File: src/common/acc_pkg.sv
package acc_pkg;
    localparam int ACC_DATA_W = 32;
    localparam int ACC_REG_W = 8;
    localparam int ACC_ADDR_MIN_W = 8;
    localparam int ACC_SYNC_STAGES = 2;

    // printed register indices; byte address is four times the index
    localparam logic [7:0] ACC_IDX_CS = 8'h2c;
    localparam logic [7:0] ACC_IDX_C0 = 8'h2d;
    localparam logic [7:0] ACC_IDX_C1 = 8'h2e;
    localparam logic [7:0] ACC_IDX_C2 = 8'h2f;
    localparam logic [7:0] ACC_IDX_IRQ_STAT = 8'h30;
    localparam logic [7:0] ACC_IDX_IRQ_MASK = 8'h31;
    localparam logic [7:0] ACC_ADDR_CS = {ACC_IDX_CS[5:0], 2'b00};
    localparam logic [7:0] ACC_ADDR_C0 = {ACC_IDX_C0[5:0], 2'b00};
    localparam logic [7:0] ACC_ADDR_C1 = {ACC_IDX_C1[5:0], 2'b00};
    localparam logic [7:0] ACC_ADDR_C2 = {ACC_IDX_C2[5:0], 2'b00};
    localparam logic [7:0] ACC_ADDR_IRQ_STAT = {ACC_IDX_IRQ_STAT[5:0], 2'b00};
    localparam logic [7:0] ACC_ADDR_IRQ_MASK = {ACC_IDX_IRQ_MASK[5:0], 2'b00};

    // control/status fields
    localparam int ACC_CS_ENABLE = 7;
    localparam int ACC_CS_HYST = 6;
    localparam int ACC_CS_FLAG = 5;
    localparam int ACC_CS_IRQ_EN = 4;
    localparam int ACC_CS_OUT = 3;
    localparam int ACC_CS_MODE_LO = 0;
    localparam int ACC_C0_PSEL_LO = 4;
    localparam int ACC_C0_NSEL_LO = 0;
    localparam int ACC_C1_LAD_EN = 7;
    localparam int ACC_C1_LAD_REF = 6;
    localparam int ACC_C1_CODE_LO = 0;
    localparam int ACC_CODE_W = 6;
    localparam int ACC_C2_INVERT = 0;
    localparam int ACC_IRQ_EVT = 0;

    localparam logic [7:0] ACC_RST_CS = 8'h00;
    localparam logic [7:0] ACC_RST_C0 = 8'h00;
    localparam logic [7:0] ACC_RST_C1 = 8'h00;
    localparam logic [7:0] ACC_RST_C2 = 8'h00;
    localparam logic [7:0] ACC_RST_IRQ = 8'h00;

    localparam logic [1:0] ACC_RESP_OKAY = 2'b00;
    localparam logic [1:0] ACC_RESP_SLVERR = 2'b10;

    typedef enum logic [1:0] {
        ACC_EDGE_FALL = 2'b00,
        ACC_EDGE_RISE = 2'b01,
        ACC_EDGE_FALL_ALT = 2'b10,
        ACC_EDGE_BOTH = 2'b11
    } acc_edge_e;

    typedef enum logic [1:0] {
        ACC_IN_EXT0 = 2'b00,
        ACC_IN_EXT1 = 2'b01,
        ACC_IN_RSVD = 2'b10,
        ACC_IN_LADDER = 2'b11
    } acc_insel_e;
endpackage

File: src/rtl/acc_sync_edge.sv
module acc_sync_edge #(
    parameter int STAGES = 2
) (
    input wire logic i_ref_clk,
    input wire logic i_rst,
    input wire logic i_async,
    output logic o_level,
    output logic o_rise,
    output logic o_fall
);
    logic [STAGES-1:0] sync_reg;
    logic prev_reg;

    // refused at elaboration: the shift below needs two stages at least
    if (STAGES < 2) begin : g_stages_check
        $error("acc_sync_edge needs at least two stages");
    end

    // only the last stage is ever looked at
    always_ff @(posedge i_ref_clk) begin
        if (i_rst) begin
            sync_reg <= '0;
        end else begin
            sync_reg <= {sync_reg[STAGES-2:0], i_async};
        end
    end

    always_ff @(posedge i_ref_clk) begin
        if (i_rst) begin
            prev_reg <= 1'b0;
        end else begin
            prev_reg <= sync_reg[STAGES-1];
        end
    end

    assign o_level = sync_reg[STAGES-1];
    assign o_rise = sync_reg[STAGES-1] & ~prev_reg;
    assign o_fall = ~sync_reg[STAGES-1] & prev_reg;
endmodule // acc_sync_edge

File: src/rtl/acc_comparator_ctrl.sv
module acc_comparator_ctrl
    import acc_pkg::*;
#(
    parameter int ADDR_W = 8
) (
    input wire logic i_ref_clk,
    input wire logic i_rst,
    input wire logic [ADDR_W-1:0] i_awaddr,
    input wire logic i_awvalid,
    output logic o_awready,
    input wire logic [acc_pkg::ACC_DATA_W-1:0] i_wdata,
    input wire logic [3:0] i_wstrb,
    input wire logic i_wvalid,
    output logic o_wready,
    output logic [1:0] o_bresp,
    output logic o_bvalid,
    input wire logic i_bready,
    input wire logic [ADDR_W-1:0] i_araddr,
    input wire logic i_arvalid,
    output logic o_arready,
    output logic [acc_pkg::ACC_DATA_W-1:0] o_rdata,
    output logic [1:0] o_rresp,
    output logic o_rvalid,
    input wire logic i_rready,
    input wire logic i_cmp_raw,
    input wire logic i_wait_mode,
    input wire logic i_deep_stop_mode,
    input wire logic i_debug_mode,
    output logic o_cmp_enable,
    output logic o_hyst_sel,
    output logic [1:0] o_cmp_positive_select,
    output logic [1:0] o_cmp_negative_select,
    output logic o_ladder_enable,
    output logic o_ladder_ref_sel,
    output logic [acc_pkg::ACC_CODE_W-1:0] o_ladder_code,
    output logic o_cmp_invert,
    output logic o_irq,
    output logic o_wake_req
);
    import acc_pkg::*;

    logic [ACC_REG_W-1:0] cs_reg;
    logic [ACC_REG_W-1:0] c0_reg;
    logic [ACC_REG_W-1:0] c1_reg;
    logic [ACC_REG_W-1:0] c2_reg;
    logic irq_stat_reg;
    logic irq_mask_reg;
    logic out_reg;
    logic en_d_reg;
    logic [7:0] aw_addr_reg;
    logic aw_have_reg;
    logic [7:0] w_data_reg;
    logic w_lane_reg;
    logic w_have_reg;
    logic aw_have_next;
    logic w_have_next;
    logic wr_do;
    logic rd_take;
    logic rvalid_next;
    logic cmp_level;
    logic cmp_rise;
    logic cmp_fall;
    logic cmp_event;
    logic cs_write;
    logic flag_next;
    logic irq_next;

    // refused at elaboration: decoding looks at the low eight address bits
    if (ADDR_W < ACC_ADDR_MIN_W) begin : g_addr_check
        $error("ADDR_W too narrow for the register map");
    end

    function automatic logic addr_mapped(input logic [7:0] a);
        return a == ACC_ADDR_CS || a == ACC_ADDR_C0 || a == ACC_ADDR_C1
            || a == ACC_ADDR_C2 || a == ACC_ADDR_IRQ_STAT
            || a == ACC_ADDR_IRQ_MASK;
    endfunction

    function automatic logic edge_hit(input logic [1:0] mode,
                                      input logic rise,
                                      input logic fall);
        logic hit;
        hit = 1'b0;
        case (acc_edge_e'(mode))
            ACC_EDGE_FALL: hit = fall;
            ACC_EDGE_RISE: hit = rise;
            ACC_EDGE_FALL_ALT: hit = fall;
            ACC_EDGE_BOTH: hit = rise | fall;
            default: hit = 1'b0;
        endcase
        return hit;
    endfunction

    // raw comparator output is asynchronous to the bus clock
    acc_sync_edge #(
        .STAGES(ACC_SYNC_STAGES)
    ) u_sync (
        .i_ref_clk(i_ref_clk),
        .i_rst(i_rst),
        .i_async(i_cmp_raw),
        .o_level(cmp_level),
        .o_rise(cmp_rise),
        .o_fall(cmp_fall)
    );

    // inversion swaps the edge sense; edges in the first enabled cycle are ignored,
    // but an edge the analog side makes on turning on arrives later and still counts
    assign cmp_event = cs_reg[ACC_CS_ENABLE] & en_d_reg
        & edge_hit(cs_reg[ACC_CS_MODE_LO +: 2],
                   c2_reg[ACC_C2_INVERT] ? cmp_fall : cmp_rise,
                   c2_reg[ACC_C2_INVERT] ? cmp_rise : cmp_fall);

    // ---------------- write channel ----------------
    assign wr_do = aw_have_reg & w_have_reg & ~o_bvalid;
    assign aw_have_next = (i_awvalid & o_awready) | (aw_have_reg & ~wr_do);
    assign w_have_next = (i_wvalid & o_wready) | (w_have_reg & ~wr_do);
    assign cs_write = wr_do & w_lane_reg & (aw_addr_reg == ACC_ADDR_CS);

    always_ff @(posedge i_ref_clk) begin
        if (i_rst) begin
            aw_have_reg <= 1'b0;
            w_have_reg <= 1'b0;
            o_awready <= 1'b0;
            o_wready <= 1'b0;
            aw_addr_reg <= 8'h00;
            w_data_reg <= 8'h00;
            w_lane_reg <= 1'b0;
        end else begin
            aw_have_reg <= aw_have_next;
            w_have_reg <= w_have_next;
            o_awready <= ~aw_have_next;
            o_wready <= ~w_have_next;
            if (i_awvalid && o_awready) begin
                aw_addr_reg <= i_awaddr[7:0];
            end
            if (i_wvalid && o_wready) begin
                w_data_reg <= i_wdata[ACC_REG_W-1:0];
                w_lane_reg <= i_wstrb[0];
            end
        end
    end

    always_ff @(posedge i_ref_clk) begin
        if (i_rst) begin
            o_bvalid <= 1'b0;
            o_bresp <= ACC_RESP_OKAY;
        end else if (wr_do) begin
            o_bvalid <= 1'b1;
            o_bresp <= addr_mapped(aw_addr_reg) ? ACC_RESP_OKAY
                                                : ACC_RESP_SLVERR;
        end else if (i_bready) begin
            o_bvalid <= 1'b0;
        end
    end

    // ---------------- settings ----------------
    // deep stop and debug do not gate anything: settings only change by a
    // bus write or the system reset
    always_ff @(posedge i_ref_clk) begin
        if (i_rst) begin
            c0_reg <= ACC_RST_C0;
            c1_reg <= ACC_RST_C1;
            c2_reg <= ACC_RST_C2;
            irq_mask_reg <= ACC_RST_IRQ[ACC_IRQ_EVT];
        end else if (wr_do && w_lane_reg) begin
            case (aw_addr_reg)
                ACC_ADDR_C0: begin
                    c0_reg <= w_data_reg & 8'h33;
                end
                ACC_ADDR_C1: c1_reg <= w_data_reg;
                ACC_ADDR_C2: c2_reg <= {7'h00, w_data_reg[ACC_C2_INVERT]};
                ACC_ADDR_IRQ_MASK: irq_mask_reg <= w_data_reg[ACC_IRQ_EVT];
                default: ;
            endcase
        end
    end

    // set wins over a clearing write in the same cycle
    assign flag_next = cmp_event
        | (cs_reg[ACC_CS_FLAG] & ~(cs_write & ~w_data_reg[ACC_CS_FLAG]));

    always_ff @(posedge i_ref_clk) begin
        if (i_rst) begin
            cs_reg <= ACC_RST_CS;
        end else begin
            cs_reg[ACC_CS_FLAG] <= flag_next;
            cs_reg[ACC_CS_OUT] <= 1'b0;
            cs_reg[2] <= 1'b0;
            if (cs_write) begin
                cs_reg[ACC_CS_ENABLE] <= w_data_reg[ACC_CS_ENABLE];
                cs_reg[ACC_CS_HYST] <= w_data_reg[ACC_CS_HYST];
                cs_reg[ACC_CS_IRQ_EN] <= w_data_reg[ACC_CS_IRQ_EN];
                cs_reg[ACC_CS_MODE_LO +: 2] <= w_data_reg[ACC_CS_MODE_LO +: 2];
            end
        end
    end

    // live result, forced low while disabled
    always_ff @(posedge i_ref_clk) begin
        if (i_rst) begin
            out_reg <= 1'b0;
            en_d_reg <= 1'b0;
        end else begin
            out_reg <= cs_reg[ACC_CS_ENABLE]
                & (cmp_level ^ c2_reg[ACC_C2_INVERT]);
            en_d_reg <= cs_reg[ACC_CS_ENABLE];
        end
    end

    always_ff @(posedge i_ref_clk) begin
        if (i_rst) begin
            irq_stat_reg <= ACC_RST_IRQ[ACC_IRQ_EVT];
        end else begin
            irq_stat_reg <= cmp_event | (irq_stat_reg & ~(wr_do & w_lane_reg
                & aw_addr_reg == ACC_ADDR_IRQ_STAT & w_data_reg[ACC_IRQ_EVT]));
        end
    end

    // ---------------- interrupt, wake request and outputs toward the analog side ----------------
    assign irq_next = (cs_reg[ACC_CS_FLAG] & cs_reg[ACC_CS_IRQ_EN])
        | (irq_stat_reg & irq_mask_reg);

    always_ff @(posedge i_ref_clk) begin
        if (i_rst) begin
            o_irq <= 1'b0;
            o_wake_req <= 1'b0;
        end else begin
            o_irq <= irq_next;
            // the wake request only leaves in a low-power mode
            o_wake_req <= irq_next & (i_wait_mode | i_deep_stop_mode);
        end
    end

    // the whole path keeps running in wait, deep stop and debug
    always_ff @(posedge i_ref_clk) begin
        if (i_rst) begin
            o_cmp_enable <= 1'b0;
            o_hyst_sel <= 1'b0;
            o_cmp_positive_select <= ACC_IN_EXT0;
            o_cmp_negative_select <= ACC_IN_EXT0;
            o_ladder_enable <= 1'b0;
            o_ladder_ref_sel <= 1'b0;
            o_ladder_code <= '0;
            o_cmp_invert <= 1'b0;
        end else begin
            o_cmp_enable <= cs_reg[ACC_CS_ENABLE];
            o_hyst_sel <= cs_reg[ACC_CS_HYST];
            o_cmp_positive_select <= c0_reg[ACC_C0_PSEL_LO +: 2];
            o_cmp_negative_select <= c0_reg[ACC_C0_NSEL_LO +: 2];
            o_ladder_enable <= c1_reg[ACC_C1_LAD_EN];
            o_ladder_ref_sel <= c1_reg[ACC_C1_LAD_REF];
            o_ladder_code <= c1_reg[ACC_C1_CODE_LO +: ACC_CODE_W];
            o_cmp_invert <= c2_reg[ACC_C2_INVERT];
        end
    end

    // ---------------- read channel ----------------
    assign rd_take = i_arvalid & o_arready;
    assign rvalid_next = rd_take | (o_rvalid & ~i_rready);

    always_ff @(posedge i_ref_clk) begin
        if (i_rst) begin
            o_arready <= 1'b0;
            o_rvalid <= 1'b0;
            o_rdata <= '0;
            o_rresp <= ACC_RESP_OKAY;
        end else begin
            o_arready <= ~rvalid_next;
            o_rvalid <= rvalid_next;
            if (rd_take) begin
                o_rresp <= addr_mapped(i_araddr[7:0]) ? ACC_RESP_OKAY
                                                      : ACC_RESP_SLVERR;
                case (i_araddr[7:0])
                    ACC_ADDR_CS: o_rdata <= {24'h000000,
                        cs_reg[7:4], out_reg, 1'b0, cs_reg[1:0]};
                    ACC_ADDR_C0: o_rdata <= {24'h000000, c0_reg};
                    ACC_ADDR_C1: o_rdata <= {24'h000000, c1_reg};
                    ACC_ADDR_C2: o_rdata <= {24'h000000, c2_reg};
                    ACC_ADDR_IRQ_STAT: o_rdata <= {31'h00000000, irq_stat_reg};
                    ACC_ADDR_IRQ_MASK: o_rdata <= {31'h00000000, irq_mask_reg};
                    default: o_rdata <= '0;
                endcase
            end
        end
    end
endmodule // acc_comparator_ctrl

File: config.mk
export PLATFORM = sky130hd
export DESIGN_NAME = acc_comparator_ctrl
export DESIGN_NICKNAME = d
export VERILOG_FILES = /design/src/common/acc_pkg.sv /design/src/rtl/acc_sync_edge.sv /design/src/rtl/acc_comparator_ctrl.sv
export SDC_FILE = /design/constraint.sdc
export NUM_CORES = 1
export LEC_CHECK = 0
export BUFFER_PORTS_ARGS = -buffer_cell sky130_fd_sc_hd__buf_2
export CAP_MARGIN = 20
export CORE_MARGIN = 5
export CORE_UTILIZATION = 40
export DETAILED_ROUTE_END_ITERATION = 8
export PLACE_DENSITY = 0.75
export SLEW_MARGIN = 5
export SYNTH_ARGS = -nofsm -noshare
export SYNTH_HDL_FRONTEND = slang
export SYNTH_SLANG_ARGS = --single-unit
File: constraint.sdc
create_clock -name i_ref_clk -period 2 [get_ports i_ref_clk]
set_clock_uncertainty 0.15 [all_clocks]
set_input_delay 0.4 -clock i_ref_clk [delete_from_list [all_inputs] [get_ports i_ref_clk]]
set_output_delay 0.4 -clock i_ref_clk [all_outputs]
set_load 0.01 [all_outputs]
==> Word-level counts from Yosys, hierarchy flattened <==
Index checks and enable logic that the tools add are counted.
{ "totals": {"word_cells": 119, "regBits": 102} }
{ "classes": {"n_reduce_logical": 20, "n_mux": 8, "n_eq_ne": 15, "n_bitwise": 43} }
{ "ops": {"columns": ["op", "n"], "rows": [
  ["$eq A8 B8 Y1 const B", 12],
  ["$pmux W8 S6", 1],
  ["$and A1 B1 Y1", 23],
  ["$not A1 Y1", 11],
  ["$logic_or A1 B1 Y1", 10],
  ["$or A1 B1 Y1", 8],
  ["$reduce_and A2 Y1", 4],
  ["$eq A2 B2 Y1 const B", 2],
  ["$mux W1", 4],
  ["$mux W2", 2],
  ["$logic_and A1 B1 Y1", 3],
  ["$pmux W1 S3", 1],
  ["$eq A2 B1 Y1 const B", 1],
  ["$logic_not A2 Y1", 1],
  ["$reduce_bool A2 Y1", 1],
  ["$reduce_or A2 Y1", 1],
  ["$xor A1 B1 Y1", 1]
]} }

==> Depth between registers and ports, before layout <==
Gate-level depths: netlist of run 1.
{ "logic_depth": {"ltp_word": 8, "depth_mapped": 5} }

==> Cells and area by module <==
From an unflattened synthesis of run 1, not the netlist that was laid out.
{ "unflattened": {"hier_cells": 337, "area_unflattened_um2": 3057.9} }
{ "by_module_without_submodules": {"columns": ["module", "area_per_inst_um2", "instances", "cells_each", "seq_area_each_um2"], "rows": [
  ["acc_comparator_ctrl", 2966.6, 1, 329, 1461.4],
  ["acc_sync_edge", 91.3, 1, 8, 60.1]
]} }

==> Worst setup path after synthesis of run 1 <==
OpenSTA, ideal clock, no wires.
{ "synth_path": {"path_type": "flip-flop to flip-flop", "from": "register aw_addr_reg[7]", "to": "register c1_reg[2]", "setup_ps": 121, "arrival_ps": 1380, "stages_incl_launch_ff": 6, "synth_period_minus_slack_ps": 1651, "slack_ps": 349, "cell_sequence": "dfxtp_1 > nand4b_4 > nor3_1 > and4_1 > buf_6 > mux2_2"} }
{ "synth_between": {"elab_chain_cells": 2} }
{ "synth_rtl": {"columns": ["element", "line_no", "text"], "rows": [
  ["start: declaration", "acc_comparator_ctrl.sv:50", "logic [7:0] aw_addr_reg;"],
  ["start signal: assignment", "acc_comparator_ctrl.sv:134", "aw_addr_reg <= i_awaddr[7:0];"],
  ["$eq A8 B8 Y1", "acc_comparator_ctrl.sv:166", "case (aw_addr_reg)"],
  ["$reduce_and A2 Y1 (no line)", null, null],
  ["end signal: assignment", "acc_comparator_ctrl.sv:170", "ACC_ADDR_C1: c1_reg <= w_data_reg;"],
  ["end: declaration", "acc_comparator_ctrl.sv:44", "logic [ACC_REG_W-1:0] c1_reg;"]
]} }
Every way passes these cells.
A chain may end at the register's enable or synchronous reset.

==> Worst setup path in the final report of run 1 <==
{ "layout_path": {"from": "register aw_addr_reg[7]", "to": "register c1_reg[6]"} }
Same word-level chain as after synthesis.

==> qor.txt, run 1 <==
Synthesis-to-layout area growth - 18.3%
# diodes - 0
Synthesized area per cell - 9.40 µm²
Die Span Y - 97.7 µm
Reg clk slew, reported paths - 0.07 ns
Fin crit share - 92.6%
Final-report max-slew violation count - 0
Worst hold path class - primary input to flip-flop
Critical Path End - c1_reg[6]$_SDFFE_PP0P_
Wire length per cell - 12.4 µm
Reg2Reg Capture Point - c1_reg[6]$_SDFFE_PP0P_
Final Hold Viols - 0
Reg2reg setup slack - 0.15 ns
CP arrival - 1.94 ns
Max Freq - 540 MHz
DR vias - 2305
Setup Viol. Count Final - 0
Nets - 457
Fraction of layout cells with a size suffix above 1 - 24.6%
GPL Wtd Cong - 0.818
Max VDD drop - 0.369 mV
CTS buffer count - 9
R2R Path Start - aw_addr_reg[7]$_SDFFE_PP0P_
Initial antenna violation count - 0
Commonest non-fill, non-tap cells in the layout - dfxtp_1 (76), buf_2 (66), nand2_1 (41)
Crit path kind - flip-flop to flip-flop
Setup ws final - 0.149 ns
# IOs - 121
Gr usage total - 13.6%
CP startpoint - aw_addr_reg[7]$_SDFFE_PP0P_
Largest net degree at the start of global routing - 24
Antenna-violating nets left - 0
DR vias/cell - 4.61
Crit path required time - 2.09 ns
Mapped Cells - 327
Hold-fix buffers, CTS - 0
Placed Area - 3400 µm²
CTS Sinks - 76
Mapped Area - 3070 µm²
Total number of yosys warnings - 0
CTS resizes - 0
Fin area - 3640 µm²
Port bufs - 66
Pleak - 0.00164 µW
Post-Place Worst Slack - 0.171 ns
CTS root buffer - clkbuf_8
Initial Util - 40.4%
Yosys cell types - 38
Filler Cell Count - 773
Max FO, Critical Path - 5
Ys flop type - dfxtp_1
Total grt overflow - 0
Site Rows - 32
FFs w/ async S/R, synth - 0%
RSZ-0062 raised after global routing - no
Most common cell after layout, fill and taps aside - dfxtp_1
Endpoint type of the worst setup path - flip-flop
Cells on worst reg2reg path - 4
HPWL after detailed placement - 4.70 mm
Outcome - finished, final reports clean
Die Width - 97.7 µm
Pwr Density - 866 nW/µm²
Post-Route Setup TNS - 0 ns
#FFs+latches synth - 76
Period minus WS final - 1.85 ns
Total chip power - 3150 µW
CTS tree - built
Post-synth EDFFs - 0
Sequential area share after synthesis - 49.5%
First-pass DRT Iterations - 4
Core area - 7610 µm²
Die area - 9540 µm²
Initial drt markers - 103
H-tree depth - 3
Worst-Skew Late Latency - 0.35 ns
Post-CTS Setup Bufs - 0
DR DRC count - 0
CP Launch Type - flip-flop
CTS max path bufs - 2
First-pass GRT wire length - 10.4 mm
Max Cap Viol - 0
Vias in the first global route - 2281
Final wirelength - 6.18 mm
-- power breakdown --
| group | switching (µW) | internal [µW] |
|---|---|---|
| combinational | 115 | 76.2 |
| sequential | 30.4 | 1540 |
| clock | 532 | 851 |
| total | 677 | 2470 |
-- kinds of logic after synthesis --
logic type	after synthesis	share of synthesized area (%)
XOR/XNOR	3	0.855
buffers and inverters	50	9.85
AO/OA/AOI/OAI	46	8.95
multiplexers	24	7.98
AND/OR/NAND/NOR	127	22.8
flip-flops	76	49.5
other	1	0.122
-- critical path, stage by stage, from the launching register on --
cell      delay, ns
dfxtp_1        0.40
nand4b_4       0.15
nor3_1         0.24
and4_1         0.43
mux2_2         0.37
-- synthesized netlist by cell type (all sizes together) (2+ instances only) --
cell,n,area (µm²)
a211oi,2,15.0
a21oi,23,115
a22oi,4,30.0
and2,2,12.5
buf,32,235
clkbuf,8,30.0
dfxtp,76,1520
inv,10,37.5
mux2,4,45.0
mux2i,20,200
nand2,41,154
nand2b,17,106
nand3,8,40.0
nand3b,3,22.5
nand4,3,18.8
nand4b,2,47.6
nor2,20,75.1
nor2b,17,106
nor3,6,30.0
nor4b,3,41.3
o21ai,11,66.3
o2bb2ai,3,26.3
or3b,3,26.3
xnor2,2,17.5
-- per-layer routing --
layer  GRT usage [%]  up-vias  share of wire (%)
li1                -     1176                  -
met1            16.5     1049                 45
met2            21.0       70                 46
met3            4.95       10                7.2
met4            6.82        0                1.8
met5               0        -                  0
-- worst min path at each step --
| stage | depth (start not counted) | start | slack (ns) | end |
|---|---|---|---|---|
| 6_report | 2 | i_wait_mode | 0.09 | o_wake_req$_SDFF_PP0_ |
| 3_3_place_gp | 1 | u_sync.sync_reg[0]$_SDFF_PP0_ | 0.28 | u_sync.sync_reg[1]$_SDFF_PP0_ |
| 5_1_grt | 2 | i_cmp_raw | 0.1 | u_sync.sync_reg[0]$_SDFF_PP0_ |
| 2_1_floorplan | 1 | u_sync.sync_reg[0]$_SDFF_PP0_ | 0.26 | u_sync.sync_reg[1]$_SDFF_PP0_ |
| 3_5_place_dp | 1 | u_sync.sync_reg[0]$_SDFF_PP0_ | 0.29 | u_sync.sync_reg[1]$_SDFF_PP0_ |
| 4_1_cts | 2 | i_wait_mode | 0.08 | o_wake_req$_SDFF_PP0_ |
-- metrics by stage --
| stage | std cells | util [%] | hold slack (ns) |
|---|---|---|---|
| floorplan | 352 | - | 0.264 |
| global placement | 485 | 44.7 | 0.279 |
| detailed placement | 485 | 44.7 | 0.288 |
| CTS | 500 | 47.8 | 0.0785 |
| global route | 500 | 47.8 | 0.0973 |
| finish | 500 | 47.8 | 0.0943 |
-- final cells by class --
class                   count  area, µm²  area share (%)
repair buffers             71        368            10.1
well taps                 102        128            3.51
clock buffers              10        138            3.79
inverters                  10       37.5            1.03
flip-flops and latches     76       1520            41.8
clock inverters             5        100            2.75
multi-input cells         226       1340            37.0
Note: power is estimated with default switching activity, not from simulation.
==> run 2: changes to the inputs <==
==> constraint.sdc (replaced) <==
create_clock -name i_ref_clk -period 2.1 [get_ports i_ref_clk]
set_clock_uncertainty 0.15 [all_clocks]
set_input_delay 0.42 -clock i_ref_clk [delete_from_list [all_inputs] [get_ports i_ref_clk]]
set_output_delay 0.42 -clock i_ref_clk [all_outputs]
set_load 0.01 [all_outputs]
==> run 2 against run 1 <==
  * Non-clock buffer count unchanged
  * First-iteration DRC count is 20% lower
  * Worst hold slack better by 0.018 ns
  * Combinational power shrank 4%
  * Global-route usage decreased by 0.077 points
  * Utilization decreased by 0.46 points
  * Worst setup slack gained 0.10 ns
  * Cell area decreased by 0.96%
  * Die area stayed put
  * Critical path type unchanged
  * Critical endpoint is now c0_reg[5]$_SDFFE_PP0P_
  * Largest power group unchanged
==> qor.txt, run 2 (synthesized netlist as in run 1, its figures left out) <==
Hold wc startpoint - i_wait_mode
Reg2Reg Capture Point - c0_reg[5]$_SDFFE_PP0P_
Hold Worst Slack - 0.112 ns (+0.0175 ns)
Hold depth - 2 (unchanged)
WHS Endpoint - o_wake_req$_SDFF_PP0_
Outcome - finished, final reports clean
DR vias/cell - 4.56 (-1.1%)
CTS resizes - 0 (unchanged)
HPWL after detailed placement - 4.70 mm (about the same)
Reg clk slew, reported paths - 0.08 ns (about the same)
Pleak - 0.00161 µW (-1.8%)
Wire length per cell - 12.4 µm (+0.43%)
Final-report max-slew violation count - 0 (unchanged)
Setup ws final - 0.253 ns (+0.104 ns)
Post-Route Setup TNS - 0 ns (unchanged)
Nets - 457 (unchanged)
CP Launch Type - flip-flop
Core area - 7610 µm² (unchanged)
Site Rows - 32 (unchanged)
First-pass DRT Iterations - 4 (unchanged)
Max FO, Critical Path - 8 (+3)
Commonest non-fill, non-tap cells in the layout - dfxtp_1 (76), buf_2 (66), nand2_1 (41)
CTS max path bufs - 2 (unchanged)
DR DRC count - 0 (unchanged)
Period minus WS final - 1.85 ns (-0.00431 ns)
Endpoint type of the worst setup path - flip-flop
Hold-fix buffers, CTS - 0 (unchanged)
Setup Viol. Count Final - 0 (unchanged)
Fin area - 3600 µm² (-0.96%)
RSZ-0062 raised after global routing - no
CTS root buffer - clkbuf_8
Net Sw Power - 671 µW (-0.87%)
Cells on worst reg2reg path - 4 (unchanged)
Largest net degree at the start of global routing - 23 (-4.2%)
Clk network pwr share - 39.8% (-4.1 points)
GPL Wtd Cong - 0.817 (-0.13%)
Reg2reg setup slack - 0.25 ns (+0.10 ns)
Final Hold Viols - 0 (unchanged)
R2R Path Start - aw_addr_reg[0]$_SDFFE_PP0P_
Final wirelength - 6.22 mm (+0.63%)
Crit path required time - 2.19 ns (+0.10 ns)
Post-Place Worst Slack - 0.258 ns (+0.0874 ns)
First-pass GRT wire length - 10.4 mm (-0.40%)
Antenna-violating nets left - 0 (unchanged)
Die Span Y - 97.7 µm (unchanged)
CTS Sinks - 76 (unchanged)
Worst-Skew Late Latency - 0.36 ns (about the same)
DR vias - 2284 (-0.91%)
Initial drt markers - 82 (-20%)
Total chip power - 2800 µW (-11%)
Max Freq - 542 MHz (+0.23%)
Initial antenna violation count - 0 (unchanged)
CTS buffer count - 9 (unchanged)
Internal - 2130 µW (-14%)
Die area - 9540 µm² (unchanged)
H-tree depth - 3 (unchanged)
Sw Share - 24.0% (+2.5 points)
Crit path kind - flip-flop to flip-flop
CP startpoint - aw_addr_reg[0]$_SDFFE_PP0P_
Most common cell after layout, fill and taps aside - dfxtp_1
Max Cap Viol - 0 (unchanged)
Worst hold path class - primary input to flip-flop
Fraction of layout cells with a size suffix above 1 - 24.6% (-0.062 points)
Seq pwr share - 53.6% (+3.6 points)
Pwr Density - 777 nW/µm² (-10%)
Max VDD drop - 0.302 mV (-18%)
CP arrival - 1.94 ns (about the same)
Synthesis-to-layout area growth - 17.1%
Gr usage total - 13.5% (-0.077 points)
Port bufs - 66 (unchanged)
Placed Area - 3400 µm² (unchanged)
Post-CTS Setup Bufs - 0 (unchanged)
Combinational power share - 6.6% (+0.5 points)
Total grt overflow - 0 (unchanged)
Vias in the first global route - 2206 (-3.3%)
Initial Util - 40.4% (unchanged)
CTS tree - built
Fin crit share - 87.9% (-4.6 points)
# diodes - 0 (unchanged)
# IOs - 121 (unchanged)
Die Width - 97.7 µm (unchanged)
==> run 2: cell types whose count changed in the layout (fill, tap and decap cells not counted) <==
cell        delta
bufinv_16      -2
clkbuf_1       +1
clkinv_2       -2
clkinv_4       +1
clkinvlp_4     +3
==> run 2: worst max-delay path, stage by stage, from the launching register on <==
cell     delay, ns
dfxtp_1       0.33
nor3_1        0.33
or4b_1        0.68
nand2_1       0.18
o21ai_2       0.06
==> run 2: layer usage <==
metal  global-route usage, %  part of all wire (%)  vias up
li1                        -                     -     1177
met1                    17.1                    46     1033
met2                    20.5                    45       63
met3                    4.95                   7.0       11
met4                    6.07                   1.9        0
met5                       0                     0        -
==> run 2: how the worst max path moves through the flow <==
stage	cells after the start	endpoint
floorplan	5	c1_reg[2]$_SDFFE_PP0P_
global placement	4	c1_reg[3]$_SDFFE_PP0P_
detailed placement	4	c1_reg[3]$_SDFFE_PP0P_
CTS	4	c1_reg[3]$_SDFFE_PP0P_
global route	5	c1_reg[0]$_SDFFE_PP0P_
finish	4	c0_reg[5]$_SDFFE_PP0P_
==> run 2: power groups by stage <==
stage          Sequential, µW  Clock, µW  Combinational [µW]
2_1_floorplan            1530          0                 156
6_report                 1500       1110                 184
3_5_place_dp             1530          0                 182
4_1_cts                  1500       1150                 183
3_3_place_gp             1530          0                 179
5_1_grt                  1500       1220                 206
==> run 2: layout make-up <==
class	instances	area [µm²]
Timing Repair Buffer	71	368
Clock buffer	11	141
Sequential cell	76	1520
Multi-Input combinational cell	226	1340
Tap cell	102	128
Inverter	10	37.5
Fill cell	763	4010
Clock inverter	5	61.3
==> run 2: through the flow <==
stage	instances	util (%)
after global placement	485	44.7
after CTS	501	47.3
after floorplan	352	-
after detailed placement	485	44.7
final	501	47.3
after global routing	501	47.3
==> run 3: changes to the inputs <==
--- a/config.mk
+++ b/config.mk
@@ -8,9 +8,9 @@
 export BUFFER_PORTS_ARGS = -buffer_cell sky130_fd_sc_hd__buf_2
 export CAP_MARGIN = 20
 export CORE_MARGIN = 5
-export CORE_UTILIZATION = 40
+export CORE_UTILIZATION = 35
 export DETAILED_ROUTE_END_ITERATION = 8
-export PLACE_DENSITY = 0.75
+export PLACE_DENSITY = 0.68
 export SLEW_MARGIN = 5
 export SYNTH_ARGS = -nofsm -noshare
 export SYNTH_HDL_FRONTEND = slang
==> run 3 against run 2 <==
  * Worst setup slack got worse by 0.014 ns
  * Largest power group unchanged
  * Critical path type unchanged
  * Critical endpoint is now c1_reg[3]$_SDFFE_PP0P_
  * Maximum frequency fell by 0.75%
  * Via count rose by 0.92%
==> qor.txt, run 3 (synthesized netlist as in run 1, its figures left out) <==
Crit path largest cell delay - 0.43 ns (-0.25 ns)
Largest net degree at the start of global routing - 25 (+8.7%)
H-tree depth - 3 (unchanged)
Worst hold path class - primary input to flip-flop
Worst-Skew Late Latency - 0.35 ns (about the same)
CTS Sinks - 76 (unchanged)
Nets - 457 (unchanged)
DR vias - 2305 (+0.92%)
Port bufs - 66 (unchanged)
CP top delay family - simple AND/OR/NAND/NOR gates
Core area - 8640 µm² (+14%)
Pleak - 0.00162 µW (+0.76%)
Crit path buf inv count - 0 (unchanged)
First-pass DRT Iterations - 4 (unchanged)
Non-Filler Instances - 507 (+1.2%)
CTS resizes - 0 (unchanged)
Pwr Density - 783 nW/µm² (+0.73%)
Die Width - 104 µm (+6.2%)
Fraction of layout cells with a size suffix above 1 - 24.3% (-0.25 points)
CTS buffer count - 9 (unchanged)
CP max stage cell - and4_1
Max VDD drop - 0.395 mV (+31%)
Die Span Y - 104 µm (+6.2%)
# diodes - 0 (unchanged)
Crit path kind - flip-flop to flip-flop
Final-report max-slew violation count - 0 (unchanged)
Die area - 10800 µm² (+13%)
CTS tree - built
Filler Cell Count - 894 (+17%)
First-pass GRT wire length - 11.0 mm (+6.4%)
HPWL after detailed placement - 5.01 mm (+6.6%)
Synthesis-to-layout area growth - 17.4%
Wire length per cell - 12.9 µm (+4.0%)
CTS root buffer - clkbuf_8
Initial Util - 35.6% (-4.8 points)
Post-Route Setup TNS - 0 ns (unchanged)
Crit path required time - 2.19 ns (about the same)
Hold-fix buffers, CTS - 0 (unchanged)
Commonest non-fill, non-tap cells in the layout - dfxtp_1 (76), buf_2 (66), nand2_1 (41)
Fin area - 3610 µm² (+0.21%)
Site Rows - 34 (+6.3%)
Final Hold Viols - 0 (unchanged)
GPL Wtd Cong - 0.803 (-1.6%)
Antenna-violating nets left - 0 (unchanged)
Reg clk slew, reported paths - 0.07 ns (about the same)
Outcome - finished, final reports clean
Max FO, Critical Path - 5 (-3)
Max Freq - 537 MHz (-0.75%)
RSZ-0062 raised after global routing - no
Crit-path cells - nand4b_4 -> nor3_1 -> and4_1 -> mux2_2
CP arrival - 1.95 ns (about the same)
Final wirelength - 6.54 mm (+5.2%)
DR DRC count - 0 (unchanged)
CTS max path bufs - 2 (unchanged)
# IOs - 121 (unchanged)
Inst Count DP - 491 (+1.2%)
Endpoint type of the worst setup path - flip-flop
DR vias/cell - 4.55 (-0.27%)
Setup Viol. Count Final - 0 (unchanged)
CP Launch Type - flip-flop
Gr usage total - 12.3% (-1.2 points)
Vias in the first global route - 2337 (+5.9%)
Hold Worst Slack - 0.129 ns (+0.0167 ns)
Placed Area - 3410 µm² (+0.22%)
Initial antenna violation count - 0 (unchanged)
Total grt overflow - 0 (unchanged)
Fin crit share - 88.6% (+0.66 points)
Max Cap Viol - 0 (unchanged)
Period minus WS final - 1.86 ns (+0.0139 ns)
Most common cell after layout, fill and taps aside - dfxtp_1
Initial drt markers - 76 (-7.3%)
Post-CTS Setup Bufs - 0 (unchanged)
## run 3: cell types whose count changed in the layout (fill, tap and decap cells not counted), sizes merged
cell,before,now
clkinvlp,3,0
clkbuf,11,13
inv,10,11
## run 3: final timing paths
| path | slack, ns | endpoint | cells past startpoint | from |
|---|---|---|---|---|
| hold reg to reg | 0.29 | u_sync.sync_reg[1]$_SDFF_PP0_ | 1 | u_sync.sync_reg[0]$_SDFF_PP0_ |
| hold / removal | 0.13 | o_wake_req$_SDFF_PP0_ | 2 | i_wait_mode |
| setup reg to reg | 0.24 | c1_reg[3]$_SDFFE_PP0P_ | 4 | aw_addr_reg[7]$_SDFFE_PP0P_ |
| setup / recovery | 0.24 | c1_reg[3]$_SDFFE_PP0P_ | 4 | aw_addr_reg[7]$_SDFFE_PP0P_ |
## run 3: area by class of cell
type | count | area [µm²] | share of cell area, %
Tap cell | 108 | 135 | 3.74
Multi-Input combinational cell | 226 | 1340 | 37.2
Timing Repair Buffer | 71 | 368 | 10.2
Clock buffer | 13 | 159 | 4.40
Inverter | 10 | 37.5 | 1.04
Sequential cell | 76 | 1520 | 42.2
Clock inverter | 3 | 43.8 | 1.21
## run 3: power by group
group / internal [µW] / switching [µW]
sequential: 1470 / 30.0
combinational: 72.6 / 110
clock: 618 / 522
## run 3: routing by layer
| layer | wire length [µm] | share of wire (%) | global-route usage, % |
|---|---|---|---|
| met3 | 525 | 8.0 | 3.98 |
| met5 | 0 | 0 | 0 |
| met4 | 107 | 1.6 | 5.27 |
| met1 | 2860 | 44 | 15.0 |
| met2 | 3050 | 47 | 19.7 |
## run 3: through the flow
step	utilization (%)	power [µW]	setup WS, ns
global placement	39.4	1710	0.276
detailed placement	39.4	1720	0.235
floorplan	-	1690	0.449
finish	41.8	2820	0.239
global route	41.8	2950	0.123
CTS	41.8	2850	0.221
